[src/rpm_pkg.sv]
// shared constants and carrier types for the reader power mode controller
package rpm_pkg;
  // register port
  localparam logic [7:0] ADDR_CHIP_STATE   = 8'h00;
  localparam logic [7:0] ADDR_REG_SETTING  = 8'h0b;
  localparam logic [7:0] CHIP_STATE_RESET  = 8'h00;
  localparam logic [7:0] REG_SETTING_RESET = 8'h87;
  localparam logic [7:0] READ_UNMAPPED     = 8'h00;

  // chip state control fields
  localparam int BIT_STANDBY    = 7;
  localparam int BIT_TX_RX      = 5;
  localparam int BIT_HALF_POWER = 4;
  localparam int BIT_RX_ONLY    = 1;
  localparam int BIT_SUPPLY_5V  = 0;

  // timing
  localparam int CLK_PERIOD_NS    = 10;
  localparam int CONFIRM_TIME_NS  = 100000;
  localparam int STANDBY_REC_NS   = 100000;
  localparam int MODE1_REC_NS     = 25000;
  localparam int CONFIRM_CYC      = CONFIRM_TIME_NS / CLK_PERIOD_NS;
  localparam int STANDBY_REC_CYC  = STANDBY_REC_NS / CLK_PERIOD_NS;
  localparam int MODE1_REC_CYC    = MODE1_REC_NS / CLK_PERIOD_NS;
  localparam int TIMER_W          = 14;

  typedef enum logic [2:0] {
    ST_OFF,
    ST_SLEEP,
    ST_STARTUP,
    ST_CONFIRM,
    ST_ACTIVE
  } pwr_state_t;

  typedef struct packed {
    logic tx_en;
    logic rx_en;
    logic hf_clk;
    logic aux_clk;
    logic mcu_supply;
    logic regulators;
    logic half_power;
    logic supply_5v;
  } pwr_out_t;

  localparam pwr_out_t PWR_OUT_OFF = '0;
endpackage

[src/power_wait_timer.sv]
// down counter that flags when a loaded wait has run out
`timescale 1ns/10ps
module power_wait_timer
  import rpm_pkg::*;
(
  input  wire logic               clk_i,
  input  wire logic               rst_i,
  input  wire logic               load_i,
  input  wire logic [TIMER_W-1:0] load_val_i,
  output logic                    done_o
);
  logic [TIMER_W-1:0] cnt_ff;
  logic [TIMER_W-1:0] nxt_cnt;
  logic               done_ff;

  always_comb begin
    if (load_i) begin
      nxt_cnt = load_val_i;
    end else if (cnt_ff != '0) begin
      nxt_cnt = cnt_ff - 1'b1;
    end else begin
      nxt_cnt = cnt_ff;
    end
  end

  always_ff @(posedge clk_i or posedge rst_i) begin
    if (rst_i) begin
      cnt_ff  <= '0;
      done_ff <= 1'b1;
    end else begin
      cnt_ff  <= nxt_cnt;
      done_ff <= (nxt_cnt == '0);
    end
  end

  assign done_o = done_ff;
endmodule

[src/reader_power_mode_control.sv]
// power state sequencing and chip state decoding for the reader front end
// What the document asks of this block and its host
// both enables low: everything fully off; after an aux wake, start-up and the confirm window still run to the end
// aux wake only: supply rail, 60 kHz clock; entered only when main enable falls, an aux wake from off ends fully off
// aux wake rising edge starts regulators, oscillator
// settled and stable: clock switches to 13.56 MHz
// no main enable within 100 us: power down
// main enable during window keeps device active
// host separates enable transitions by 5 ms; host_model spaces them only GAP+1 = 5 clock cycles apart
// host never raises both enables together
// host ties aux wake fixed if unused
// main enable high: modes from register 0x00
// bit 7: standby, clock on, 100 us recovery
// bits 5,1 clear: RF off, 25 us recovery
// bit 1 only: receiver on, transmitter off
// bit 5: transmitter and receiver both on
// bit 4 half power, bit 0 5 V
`timescale 1ns/10ps
module reader_power_mode_control
  import rpm_pkg::*;
#(
  parameter logic [TIMER_W-1:0] CONFIRM_CYCLES     = TIMER_W'(CONFIRM_CYC),
  parameter logic [TIMER_W-1:0] STANDBY_REC_CYCLES = TIMER_W'(STANDBY_REC_CYC)
) (
  input  wire logic       CLK_SYS_I,
  input  wire logic       RESET_I,
  input  wire logic       MAIN_ENABLE_I,
  input  wire logic       AUX_WAKE_INPUT_I,
  input  wire logic       REGULATORS_SETTLED_I,
  input  wire logic       OSC_STABLE_I,
  input  wire logic [7:0] REG_ADDR_I,
  input  wire logic [7:0] REG_WDATA_I,
  input  wire logic       REG_WE_I,
  input  wire logic       REG_RE_I,
  output logic      [7:0] REG_RDATA_O,
  output logic      [7:0] REG_SETTING_O,
  output logic            TX_EN_O,
  output logic            RX_EN_O,
  output logic            HOST_CLOCK_HF_O,
  output logic            HOST_CLOCK_AUX_O,
  output logic            MCU_SUPPLY_EN_O,
  output logic            REGULATORS_EN_O,
  output logic            HALF_POWER_O,
  output logic            SUPPLY_5V_O,
  output logic            RF_READY_O,
  output logic      [2:0] POWER_STATE_O
);
  localparam logic [TIMER_W-1:0] MODE1_REC_CYCLES = TIMER_W'(MODE1_REC_CYC);

  pwr_state_t         state_ff;
  pwr_state_t         nxt_state;
  pwr_out_t           out_ff;
  pwr_out_t           nxt_out;
  logic [7:0]         chip_state_ff;
  logic [7:0]         nxt_chip_state;
  logic [7:0]         reg_setting_ff;
  logic [7:0]         rdata_ff;
  logic               aux_prev_ff;
  logic               wake_by_aux_ff;
  logic               rf_idle_ff;
  logic               rf_ready_ff;
  logic               aux_rise;
  logic               startup_done;
  logic               conf_load;
  logic               conf_done;
  logic               rec_load;
  logic               rec_done;
  logic               nxt_rf_idle;
  logic [TIMER_W-1:0] rec_val;

  assign aux_rise     = AUX_WAKE_INPUT_I && !aux_prev_ff;
  assign startup_done = REGULATORS_SETTLED_I && OSC_STABLE_I;
  assign conf_load    = (state_ff == ST_STARTUP) && (nxt_state == ST_CONFIRM);

  // register port
  assign nxt_chip_state = (REG_WE_I && REG_ADDR_I == ADDR_CHIP_STATE) ? REG_WDATA_I : chip_state_ff;

  always_ff @(posedge CLK_SYS_I or posedge RESET_I) begin
    if (RESET_I) begin
      chip_state_ff  <= CHIP_STATE_RESET;
      reg_setting_ff <= REG_SETTING_RESET;
    end else begin
      chip_state_ff <= nxt_chip_state;
      if (REG_WE_I && REG_ADDR_I == ADDR_REG_SETTING) begin
        reg_setting_ff <= REG_WDATA_I;
      end
    end
  end

  always_ff @(posedge CLK_SYS_I or posedge RESET_I) begin
    if (RESET_I) begin
      rdata_ff <= READ_UNMAPPED;
    end else if (REG_RE_I) begin
      unique case (REG_ADDR_I)
        ADDR_CHIP_STATE:  rdata_ff <= chip_state_ff;
        ADDR_REG_SETTING: rdata_ff <= reg_setting_ff;
        default:          rdata_ff <= READ_UNMAPPED;
      endcase
    end
  end

  // power state sequencing
  always_comb begin
    nxt_state = state_ff;
    unique case (state_ff)
      ST_OFF: begin
        if (MAIN_ENABLE_I || aux_rise) begin
          nxt_state = ST_STARTUP;
        end
      end
      ST_SLEEP: begin
        if (MAIN_ENABLE_I) begin
          nxt_state = ST_STARTUP;
        end else if (!AUX_WAKE_INPUT_I) begin
          nxt_state = ST_OFF;
        end
      end
      ST_STARTUP: begin
        if (!MAIN_ENABLE_I && !wake_by_aux_ff) begin
          nxt_state = AUX_WAKE_INPUT_I ? ST_SLEEP : ST_OFF;
        end else if (startup_done) begin
          nxt_state = MAIN_ENABLE_I ? ST_ACTIVE : ST_CONFIRM;
        end
      end
      ST_CONFIRM: begin
        if (MAIN_ENABLE_I) begin
          nxt_state = ST_ACTIVE;
        end else if (conf_done) begin
          nxt_state = ST_OFF;
        end
      end
      ST_ACTIVE: begin
        if (!MAIN_ENABLE_I) begin
          nxt_state = AUX_WAKE_INPUT_I ? ST_SLEEP : ST_OFF;
        end
      end
    endcase
  end

  always_ff @(posedge CLK_SYS_I or posedge RESET_I) begin
    if (RESET_I) begin
      state_ff    <= ST_OFF;
      aux_prev_ff <= 1'b0;
    end else begin
      state_ff    <= nxt_state;
      aux_prev_ff <= AUX_WAKE_INPUT_I;
    end
  end

  always_ff @(posedge CLK_SYS_I or posedge RESET_I) begin
    if (RESET_I) begin
      wake_by_aux_ff <= 1'b0;
    end else if (state_ff == ST_OFF && !MAIN_ENABLE_I && aux_rise) begin
      wake_by_aux_ff <= 1'b1;
    end else if (nxt_state != ST_STARTUP && nxt_state != ST_CONFIRM) begin
      wake_by_aux_ff <= 1'b0;
    end
  end

  power_wait_timer u_confirm_timer (
    .clk_i      (CLK_SYS_I),
    .rst_i      (RESET_I),
    .load_i     (conf_load),
    .load_val_i (CONFIRM_CYCLES),
    .done_o     (conf_done)
  );

  // output decode from the next state and next register value
  always_comb begin
    nxt_out = PWR_OUT_OFF;
    unique case (nxt_state)
      ST_OFF: begin
        nxt_out = PWR_OUT_OFF;
      end
      ST_SLEEP: begin
        nxt_out.aux_clk    = 1'b1;
        nxt_out.mcu_supply = 1'b1;
        nxt_out.regulators = 1'b1;
      end
      ST_STARTUP: begin
        nxt_out.aux_clk    = 1'b1;
        nxt_out.mcu_supply = 1'b1;
        nxt_out.regulators = 1'b1;
      end
      ST_CONFIRM: begin
        nxt_out.hf_clk     = 1'b1;
        nxt_out.mcu_supply = 1'b1;
        nxt_out.regulators = 1'b1;
      end
      ST_ACTIVE: begin
        nxt_out.hf_clk     = 1'b1;
        nxt_out.mcu_supply = 1'b1;
        nxt_out.regulators = 1'b1;
        nxt_out.supply_5v  = nxt_chip_state[BIT_SUPPLY_5V];
        if (!nxt_chip_state[BIT_STANDBY]) begin
          if (nxt_chip_state[BIT_TX_RX]) begin
            nxt_out.tx_en      = 1'b1;
            nxt_out.rx_en      = 1'b1;
            nxt_out.half_power = nxt_chip_state[BIT_HALF_POWER];
          end else if (nxt_chip_state[BIT_RX_ONLY]) begin
            nxt_out.rx_en = 1'b1;
          end
        end
      end
    endcase
  end

  always_ff @(posedge CLK_SYS_I or posedge RESET_I) begin
    if (RESET_I) begin
      out_ff <= PWR_OUT_OFF;
    end else begin
      out_ff <= nxt_out;
    end
  end

  // recovery from standby or mode 1 before the rf section counts as ready
  assign nxt_rf_idle = !(nxt_out.tx_en || nxt_out.rx_en);
  assign rec_load    = rf_idle_ff && !nxt_rf_idle;
  assign rec_val     = chip_state_ff[BIT_STANDBY] ? STANDBY_REC_CYCLES : MODE1_REC_CYCLES;

  power_wait_timer u_recover_timer (
    .clk_i      (CLK_SYS_I),
    .rst_i      (RESET_I),
    .load_i     (rec_load),
    .load_val_i (rec_val),
    .done_o     (rec_done)
  );

  always_ff @(posedge CLK_SYS_I or posedge RESET_I) begin
    if (RESET_I) begin
      rf_idle_ff  <= 1'b1;
      rf_ready_ff <= 1'b0;
    end else begin
      rf_idle_ff  <= nxt_rf_idle;
      rf_ready_ff <= !nxt_rf_idle && !rec_load && rec_done;
    end
  end

  assign REG_RDATA_O      = rdata_ff;
  assign REG_SETTING_O    = reg_setting_ff;
  assign TX_EN_O          = out_ff.tx_en;
  assign RX_EN_O          = out_ff.rx_en;
  assign HOST_CLOCK_HF_O  = out_ff.hf_clk;
  assign HOST_CLOCK_AUX_O = out_ff.aux_clk;
  assign MCU_SUPPLY_EN_O  = out_ff.mcu_supply;
  assign REGULATORS_EN_O  = out_ff.regulators;
  assign HALF_POWER_O     = out_ff.half_power;
  assign SUPPLY_5V_O      = out_ff.supply_5v;
  assign RF_READY_O       = rf_ready_ff;
  assign POWER_STATE_O    = state_ff;

  a_off_all_quiet: assert property (@(posedge CLK_SYS_I) disable iff (RESET_I)
    state_ff == ST_OFF |-> !TX_EN_O && !RX_EN_O && !HOST_CLOCK_HF_O && !HOST_CLOCK_AUX_O && !MCU_SUPPLY_EN_O)
    else $error("power down left something on");

  a_sleep_rail_clock: assert property (@(posedge CLK_SYS_I) disable iff (RESET_I)
    state_ff == ST_SLEEP |-> MCU_SUPPLY_EN_O && HOST_CLOCK_AUX_O && !HOST_CLOCK_HF_O && !TX_EN_O && !RX_EN_O)
    else $error("sleep outputs wrong");

  a_aux_wake_start: assert property (@(posedge CLK_SYS_I) disable iff (RESET_I)
    state_ff == ST_OFF && AUX_WAKE_INPUT_I && !aux_prev_ff |=> state_ff == ST_STARTUP && REGULATORS_EN_O)
    else $error("aux wake edge did not start supplies");

  a_hf_clock_switch: assert property (@(posedge CLK_SYS_I) disable iff (RESET_I)
    state_ff == ST_STARTUP && startup_done && wake_by_aux_ff |=> HOST_CLOCK_HF_O && !HOST_CLOCK_AUX_O)
    else $error("clock did not switch after start-up");

  a_confirm_timeout: assert property (@(posedge CLK_SYS_I) disable iff (RESET_I)
    state_ff == ST_CONFIRM && !MAIN_ENABLE_I && conf_done |=> state_ff == ST_OFF && !MCU_SUPPLY_EN_O)
    else $error("confirm window expiry did not power down");

  a_confirm_held: assert property (@(posedge CLK_SYS_I) disable iff (RESET_I)
    state_ff == ST_CONFIRM && MAIN_ENABLE_I |=> state_ff == ST_ACTIVE && HOST_CLOCK_HF_O)
    else $error("main enable during window not honoured");

  a_standby_clock_on: assert property (@(posedge CLK_SYS_I) disable iff (RESET_I)
    state_ff == ST_ACTIVE && chip_state_ff[BIT_STANDBY] |-> HOST_CLOCK_HF_O && !TX_EN_O && !RX_EN_O)
    else $error("standby outputs wrong");

  a_mode1_rf_off: assert property (@(posedge CLK_SYS_I) disable iff (RESET_I)
    state_ff == ST_ACTIVE && !chip_state_ff[BIT_TX_RX] && !chip_state_ff[BIT_RX_ONLY] |-> !TX_EN_O && !RX_EN_O)
    else $error("mode 1 left rf on");

  a_rx_only_mode: assert property (@(posedge CLK_SYS_I) disable iff (RESET_I)
    state_ff == ST_ACTIVE && !chip_state_ff[BIT_STANDBY] && !chip_state_ff[BIT_TX_RX] && chip_state_ff[BIT_RX_ONLY]
      |-> RX_EN_O && !TX_EN_O)
    else $error("receiver-only mode wrong");

  a_tx_rx_mode: assert property (@(posedge CLK_SYS_I) disable iff (RESET_I)
    state_ff == ST_ACTIVE && !chip_state_ff[BIT_STANDBY] && chip_state_ff[BIT_TX_RX]
      |-> TX_EN_O && RX_EN_O && HALF_POWER_O == chip_state_ff[BIT_HALF_POWER])
    else $error("transmit and receive mode wrong");

  a_ready_after_wake: assert property (@(posedge CLK_SYS_I) disable iff (RESET_I)
    rec_load |=> !RF_READY_O [*3])
    else $error("rf ready before recovery time");
endmodule

[config.mk]
export PLATFORM = sky130hd
export DESIGN_NAME = reader_power_mode_control
export DESIGN_NICKNAME = d
export VERILOG_FILES = /design/src/rpm_pkg.sv /design/src/power_wait_timer.sv /design/src/reader_power_mode_control.sv
export SDC_FILE = /design/constraint.sdc
export NUM_CORES = 1
export LEC_CHECK = 0
export BUFFER_PORTS_ARGS = -buffer_cell sky130_fd_sc_hd__clkbuf_2
export CELL_PAD_IN_SITES_DETAIL_PLACEMENT = 1
export CELL_PAD_IN_SITES_GLOBAL_PLACEMENT = 1
export CORE_MARGIN = 8
export CORE_UTILIZATION = 30
export CTS_CLUSTER_DIAMETER = 120
export CTS_CLUSTER_SIZE = 40
export DETAILED_ROUTE_END_ITERATION = 12
export GPL_ROUTABILITY_DRIVEN = 0
export PLACE_DENSITY_LB_ADDON = 0.15
export SLEW_MARGIN = 20
export SYNTH_ARGS = -nofsm -noshare
export SYNTH_HDL_FRONTEND = slang
export SYNTH_SLANG_ARGS = --single-unit
[constraint.sdc]
create_clock -name CLK_SYS_I -period 5.6 [get_ports CLK_SYS_I]
set_input_delay 0.28 -clock CLK_SYS_I [delete_from_list [all_inputs] [get_ports CLK_SYS_I]]
set_output_delay 0.28 -clock CLK_SYS_I [all_outputs]
set_load 0.005 [all_outputs]
==> flow_summary.json, run 1 <==
{
  "status": "complete, no violations",
  "p_sw_uw": 645.2,
  "core_um2": 11370,
  "clk_path_buf_depth": 2,
  "setup_viol": 0,
  "overflow": 0,
  "cts_buffers": 9,
  "vias": 2890,
  "synthAdderAreaFrac_pct": 0.7181,
  "synth_cell_type_count": 60,
  "clkPwrFrac_pct": 34.6,
  "worstHoldStart": "AUX_WAKE_INPUT_I",
  "synth_xor_area_share_pct": 3.268,
  "seqCellArea_um2": 1710,
  "peakVddDrop_mv": 0.2226,
  "max_freq_mhz": 369.5,
  "power_uw": 1920,
  "whs_path_depth": 1,
  "layout_common_cells": "dfrtp_1 (61), clkbuf_2 (51), nor2_1 (35), a21oi_1 (28), nor3_1 (18)",
  "reg2reg_depth": 7,
  "viasPerCell": 5.236,
  "start_util_pct": 30.65,
  "swShare_pct": 33.61,
  "drt_wl_total_um": 9396,
  "root_buffer": "clkbuf_16",
  "rows": 39,
  "fill_cells": 1311,
  "power_density_nw_per_um2": 454.5,
  "ios": 52,
  "synth_compound_area_share_pct": 13.21,
  "cts.sinks": 68,
  "utilization_pct": 37.15,
  "drive_above_1_share_pct": 23.72,
  "drt-pass1-iter-count": 4,
  "crit_buf_inv": 1,
  "critPathSlowestCell": "nor3b_1",
  "cpPeakStageDelay_ns": 0.55,
  "synth_edf_count": 0,
  "track_usage_pct": 12.84,
  "finalNonFillerCells": 552,
  "drt_iter0_drc": 110,
  "cp_cell_sequence": "inv_1 -> ha_1 -> nor3b_1 -> and4_1 -> nand3_1 -> a221o_1 -> nor4_1",
  "dp_hpwl_um": 6880,
  "crit_cells": 7,
  "async_flop_share_pct": 100.0,
  "holdBufCountCts": 0,
  "multiInputGateArea_um2": 1665,
  "leakage_uw": 0.001775,
  "dieArea_um2": 15320,
  "synth-simple-area-share_pct": 24.27,
  "io_buffers": 51,
  "arrival_ns": 2.94,
  "layout_commonest_cell": "dfrtp_1",
  "path_clk_slew_ns": 0.06,
  "worstMarginPinSlew_ns": 1.052,
  "wl_per_cell_um": 17.02,
  "grt_start_max_net_pins": 69,
  "worstSetupEndpointType": "register",
  "grt_pass1_wl_um": 15520,
  "synthMuxAreaShare_pct": 6.320,
  "ctsResizeCount": 0,
  "intPower_uw": 1275,
  "pwr-share-seq_pct": 40.2,
  "nNetsFinal": 430,
  "rsz0062_at_grt": "no",
  "antenna_found_initial": 0,
  "worst_setup_path_start_kind": "register",
  "hp-class": "primary input to register",
  "worstPathRequired_ns": 5.83,
  "antenna_cells": 0,
  "syn_area_um2": 3485,
  "die_w_um": 123.8,
  "yosysWarnings": 0,
  "dpl.cell_count": 536,
  "clk_latency_ns": 0.33,
  "placed_area_um2": 3874,
  "synth-seq-cells": 68,
  "cts_setup_buffers": 0,
  "fin_tns_setup_ns": 0,
  "max_cap_violations": 0,
  "area_growth_pct": 21.22,
  "worst-setup-path-type": "register to register",
  "min_period_ns": 2.707,
  "tritoncts": "yes",
  "grt_pass1_vias": 3044,
  "finalInstanceArea_um2": 4224,
  "timing.final.crit_share_pct": 48.33,
  "slew_violations": 0,
  "ant_nets": 0,
  "startpoint": "u_confirm_timer.cnt_ff[0]$_DFF_PP0_",
  "path_delay_family": "simple AND/OR/NAND/NOR gates",
  "drc": 0,
  "synth_nets": 378,
  "netlist_instances": 352,
  "syn_area_per_cell_um2": 9.899,
  "cp_max_fo": 11,
  "combPwrFrac_pct": 25.2,
  "slew_headroom_pct": 29.77,
  "seq_area_frac_synth_pct": 49.08,
  "dieHeight_um": 123.8,
  "finClkSkew_ns": 0.006174,
  "ys.flop_type": "dfrtp_1",
  "timing.rr.start": "u_confirm_timer.cnt_ff[0]$_DFF_PP0_",
  "synth_top_family_by_area": "simple AND/OR/NAND/NOR gates",
  "hold_violations": 0,
  "h-tree-depth": 3
}
[through the flow]
| stage | hold WS, ns | setup WS (ns) |
|---|---|---|
| 4_1_cts | 0.1001 | 2.895 |
| 3_5_place_dp | 0.4481 | 2.919 |
| 6_report | 0.1066 | 2.893 |
| 2_1_floorplan | 0.3114 | 3.304 |
| 5_1_grt | 0.1098 | 2.596 |
| 3_3_place_gp | 0.4450 | 3.011 |
[kinds of logic (layout without fill, tap and decap cells)]
logic type                 after synthesis  count (layout)
AOI/OAI and AO/OA                       71              71
xor gates and xnor gates                13              13
adders and majority gates                2               2
buffers and inverters                   25              82
DFF                                     68              68
muxes                                   20              20
and+or+nand+nor                        153             153
[flip-flops by register name, indices dropped and copies added, names as in the netlist]
signal,cells
u_confirm_timer.cnt_ff,14
u_recover_timer.cnt_ff,14
REG_RDATA_O,8
REG_SETTING_O,8
chip_state_ff,8
POWER_STATE_O,3
HALF_POWER_O,1
HOST_CLOCK_AUX_O,1
HOST_CLOCK_HF_O,1
MCU_SUPPLY_EN_O,1
RF_READY_O,1
RX_EN_O,1
SUPPLY_5V_O,1
TX_EN_O,1
aux_prev_ff,1
rf_idle_ff,1
u_confirm_timer.done_o,1
u_recover_timer.done_o,1
wake_by_aux_ff,1
[cell type report]
class,count,share of cell area (%)
Clock buffer,10,5.658
Clock inverter,6,2.636
Inverter,13,1.155
Multi-Input combinational cell,259,39.43
Sequential cell,68,40.49
Tap cell,143,4.236
Timing Repair Buffer,53,6.398
[power by group through the flow]
stage	logic (µW)	clock network, µW	registers (µW)
4_1_cts	493	682	770
3_5_place_dp	492	0	776
5_1_grt	555	697	793
6_report	484	665	771
2_1_floorplan	375	0	724
3_3_place_gp	486	0	775
[synthesized netlist by cell type, drive strengths merged (4+ instances only)]
library cell | instances | area (µm²)
nor2 | 35 | 131.4
o21ai | 9 | 45.04
and2 | 4 | 25.02
nand4 | 8 | 50.05
nor4 | 12 | 81.33
nand3 | 14 | 70.07
nand2 | 17 | 63.81
xnor2 | 7 | 61.31
dfstp | 7 | 183.9
mux2 | 16 | 180.2
xor2 | 6 | 52.55
buf | 6 | 37.53
inv | 13 | 48.80
or4 | 5 | 45.04
nand2b | 7 | 43.79
nor3 | 19 | 100.1
nor2b | 7 | 43.79
clkbuf | 6 | 22.52
a21oi | 28 | 140.1
a22oi | 8 | 60.06
or3 | 5 | 31.28
nor3b | 6 | 45.04
mux2i | 4 | 40.04
dfrtp | 61 | 1526
[final timing paths]
path	endpoint	slack, ns
max in group asynchronous	u_recover_timer.cnt_ff[1]$_DFF_PP0_	4.83
worst min register to register	chip_state_ff[3]$_DFFE_PP0N_	0.51
worst max-delay path	u_confirm_timer.done_o$_DFF_PP1_	2.89
min in group asynchronous	u_confirm_timer.cnt_ff[0]$_DFF_PP0_	0.18
worst max register to register	u_confirm_timer.done_o$_DFF_PP1_	2.89
worst min-delay path	aux_prev_ff$_DFF_PP0_	0.11
[worst reg2reg max path, delay by kind of cell (launching register included)]
kind | cells | cell delay [ns]
buffers and inverters | 1 | 0.13
adder cells (fa/ha/maj) | 1 | 0.24
AO/OA/AOI/OAI | 1 | 0.33
flip-flops | 1 | 0.41
AND/OR/NAND/NOR | 4 | 1.51
[routing by layer]
layer  global-route usage [%]  vias up  share of wire, %
met5                        0        -                 0
met1                    16.06     1427                47
met4                    5.267        0               1.9
met2                    20.87       35                48
met3                    3.037       16               3.1
li1                         -     1412                 -
Note: power is estimated with default switching activity, not from simulation.
==> run 2, diff against run 1 <==
--- a/config.mk
+++ b/config.mk
@@ -5,6 +5,7 @@
 export SDC_FILE = /design/constraint.sdc
 export NUM_CORES = 1
 export LEC_CHECK = 0
+export ABC_AREA = 1
 export BUFFER_PORTS_ARGS = -buffer_cell sky130_fd_sc_hd__clkbuf_2
 export CELL_PAD_IN_SITES_DETAIL_PLACEMENT = 1
 export CELL_PAD_IN_SITES_GLOBAL_PLACEMENT = 1
==> constraint.sdc (replaced) <==
create_clock -name CLK_SYS_I -period 2.5 [get_ports CLK_SYS_I]
set_input_delay 0.125 -clock CLK_SYS_I [delete_from_list [all_inputs] [get_ports CLK_SYS_I]]
set_output_delay 0.125 -clock CLK_SYS_I [all_outputs]
set_load 0.005 [all_outputs]
==> flow_summary.json, run 2 <==
{
  "synth_cell_type_count": 39,
  "h-tree-depth": 3,
  "drc": 0,
  "timing.final.crit_share_pct": 87.94,
  "hold_violations": 0,
  "finClkSkew_ns": 0.005644,
  "hp-class": "primary input to register",
  "seq_area_frac_synth_pct": 47.24,
  "reg.largest.list": "u_confirm_timer.cnt_ff: 14 flops, u_recover_timer.cnt_ff: 14 flops",
  "arrival_ns": 2.47,
  "synth_nets": 490,
  "cts_setup_buffers": 0,
  "layout_commonest_cell": "nand2_1",
  "yosysTopAreaCellShare_pct": 42.16,
  "synth_edf_count": 0,
  "dieHeight_um": 125.9,
  "path_clk_slew_ns": 0.06,
  "ios": 52,
  "antenna_found_initial": 0,
  "clk_latency_ns": 0.33,
  "whs_path_depth": 3,
  "fill_cells": 1479,
  "drt_iter0_drc": 135,
  "worstSetupEndpointType": "register",
  "slew_headroom_pct": 67.50,
  "seqCellArea_um2": 1710,
  "slew_violations": 0,
  "grt_pass1_vias": 3441,
  "grt_pass1_wl_um": 16900,
  "synthTopCellsByArea": "dfrtp_1 (42%), nand2_1 (12%), nor2_1 (7.5%)",
  "die_w_um": 125.9,
  "cts_buffers": 9,
  "max_freq_mhz": 454.9,
  "worstPathRequired_ns": 2.77,
  "cp_max_fo": 8,
  "area_growth_pct": 20.73,
  "multiInputGateArea_um2": 1588,
  "syn_area_um2": 3621,
  "worst_setup_path_start_kind": "register",
  "max_cap_violations": 0,
  "netlist_instances": 464,
  "viasPerCell": 4.638,
  "antenna_cells": 0,
  "synth-seq-cells": 68,
  "drt_wl_total_um": 9599,
  "io_buffers": 51,
  "yosysWarnings": 0,
  "grt_start_max_net_pins": 69,
  "worstMarginPinSlew_ns": 0.4863,
  "track_usage_pct": 13.18,
  "ant_nets": 0,
  "async_flop_share_pct": 100.0,
  "core_um2": 11910,
  "worst-setup-path-type": "register to register",
  "power_uw": 4469,
  "overflow": 0,
  "drt-pass1-iter-count": 4,
  "synth.most_common_cell": "nand2_1",
  "dieArea_um2": 15840,
  "vias": 3126,
  "rsz0062_at_grt": "no",
  "setup_viol": 0,
  "cts.sinks": 68,
  "dp_hpwl_um": 7192,
  "leakage_uw": 0.002240,
  "status": "complete, no violations",
  "fin_tns_setup_ns": 0,
  "peakVddDrop_mv": 0.4890,
  "clk_path_buf_depth": 2,
  "min_period_ns": 2.198,
  "drive_above_1_share_pct": 19.92,
  "ys.flop_type": "dfrtp_1",
  "wl_per_cell_um": 14.24,
  "syn_area_per_cell_um2": 7.804,
  "nNetsFinal": 548,
  "layout_common_cells": "nand2_1 (117), nor2_1 (72), inv_1 (62), dfrtp_1 (61), clkbuf_2 (51)",
  "synth_top_area_cell": "dfrtp_1",
  "rows": 40,
  "synth_top_cells_by_count": "nand2_1 (117), nor2_1 (72), inv_1 (63)",
  "start_util_pct": 30.40,
  "reg2reg_depth": 10,
  "tritoncts": "yes",
  "root_buffer": "clkbuf_16",
  "power_density_nw_per_um2": 1022
}
-- run 2: cell types whose count changed after synthesis, sizes merged, moves of 11 or more --
cell	delta
nor2	+43
nor3	-11
o21ai	+14
nor4	-11
mux2	-14
inv	+53
a21oi	-25
xor2	+11
nand3	+21
nand2	+106
-- run 2: timing repair --
item	4_1_cts	5_1_grt
setup endpoints to repair	0	1
endpoints found under the hold margin	62	0
hold buffers	2	0
gates resized for setup	0	1
-- run 2: path summary, 6_finish.rpt --
check	startpoint	endpoint	slack (ns)
max in group asynchronous	RESET_I	REG_SETTING_O[1]$_DFFE_PP1P_	1.75
worst max register to register	u_confirm_timer.cnt_ff[0]$_DFF_PP0_	u_confirm_timer.done_o$_DFF_PP1_	0.30
worst min register to register	chip_state_ff[6]$_DFFE_PP0N_	chip_state_ff[6]$_DFFE_PP0N_	0.49
worst max-delay path	u_confirm_timer.cnt_ff[0]$_DFF_PP0_	u_confirm_timer.done_o$_DFF_PP1_	0.30
worst min-delay path	REG_WDATA_I[2]	REG_SETTING_O[2]$_DFFE_PP1P_	0.01
min in group asynchronous	RESET_I	RX_EN_O$_DFF_PP0_	0.40
-- run 2: logic make-up after synthesis --
kind of cell / Yosys count / share of synthesized area (%)
flops: 68 / 47.24
fa+ha+maj: 2 / 0.6910
buf+inv: 78 / 8.915
simple gates: 258 / 32.20
xor+xnor: 20 / 4.838
compound gates: 36 / 5.494
mux: 2 / 0.6219
-- run 2: worst max-delay path, stage by stage (launching register included) --
cell and delay, ns:
dfrtp_1 0.38, inv_1 0.13, ha_1 0.24, nand4_1 0.18
nor2_1 0.28, nand2_1 0.25, o21ai_1 0.29, nand3_2 0.10
nor2_1 0.11, nand3_1 0.08, nor2_1 0.10
-- run 2: where the power goes --
group          internal (µW)  switching, µW  leakage, µW
registers               1360            244     0.000807
clock network            855            489     0.000148
logic                    541            977      0.00129
total                   2760           1710      0.00224
-- run 2: cell type report --
| type | instances | share of cell area (%) |
|---|---|---|
| flip-flops and latches | 68 | 39.12 |
| clock buffers | 13 | 6.182 |
| well taps | 147 | 4.207 |
| inverters | 68 | 5.867 |
| repair buffers | 57 | 7.270 |
| multi-input cells | 318 | 36.32 |
| clock inverters | 3 | 1.030 |
-- run 2: routing by layer --
layer  routed length (µm)  vias to the layer above  share of wire (%)  global-route usage [%]
li1                     -                     1571                  -                       -
met3                  318                       11                3.3                   3.249
met5                    0                        -                  0                       0
met4                  124                        0                1.3                   4.671
met1                 4340                     1500                 45                   15.55
met2                 4816                       44                 50                   22.82
-- run 2: per-stage QoR --
step / area, µm² / worst slack (ns) / hold WS (ns) / instances / util (%)
global placement: 4036 / 0.4210 / 0.2229 / 656 / 33.89
detailed placement: 4036 / 0.2323 / 0.2254 / 656 / 33.89
floorplan: 3621 / 0.6751 / 0.1564 / 464 / -
finish: 4372 / 0.3016 / 0.01203 / 674 / 36.70
global route: 4372 / 0.01264 / 0.04002 / 674 / 36.70
CTS: 4372 / 0.1676 / 0.003918 / 674 / 36.70
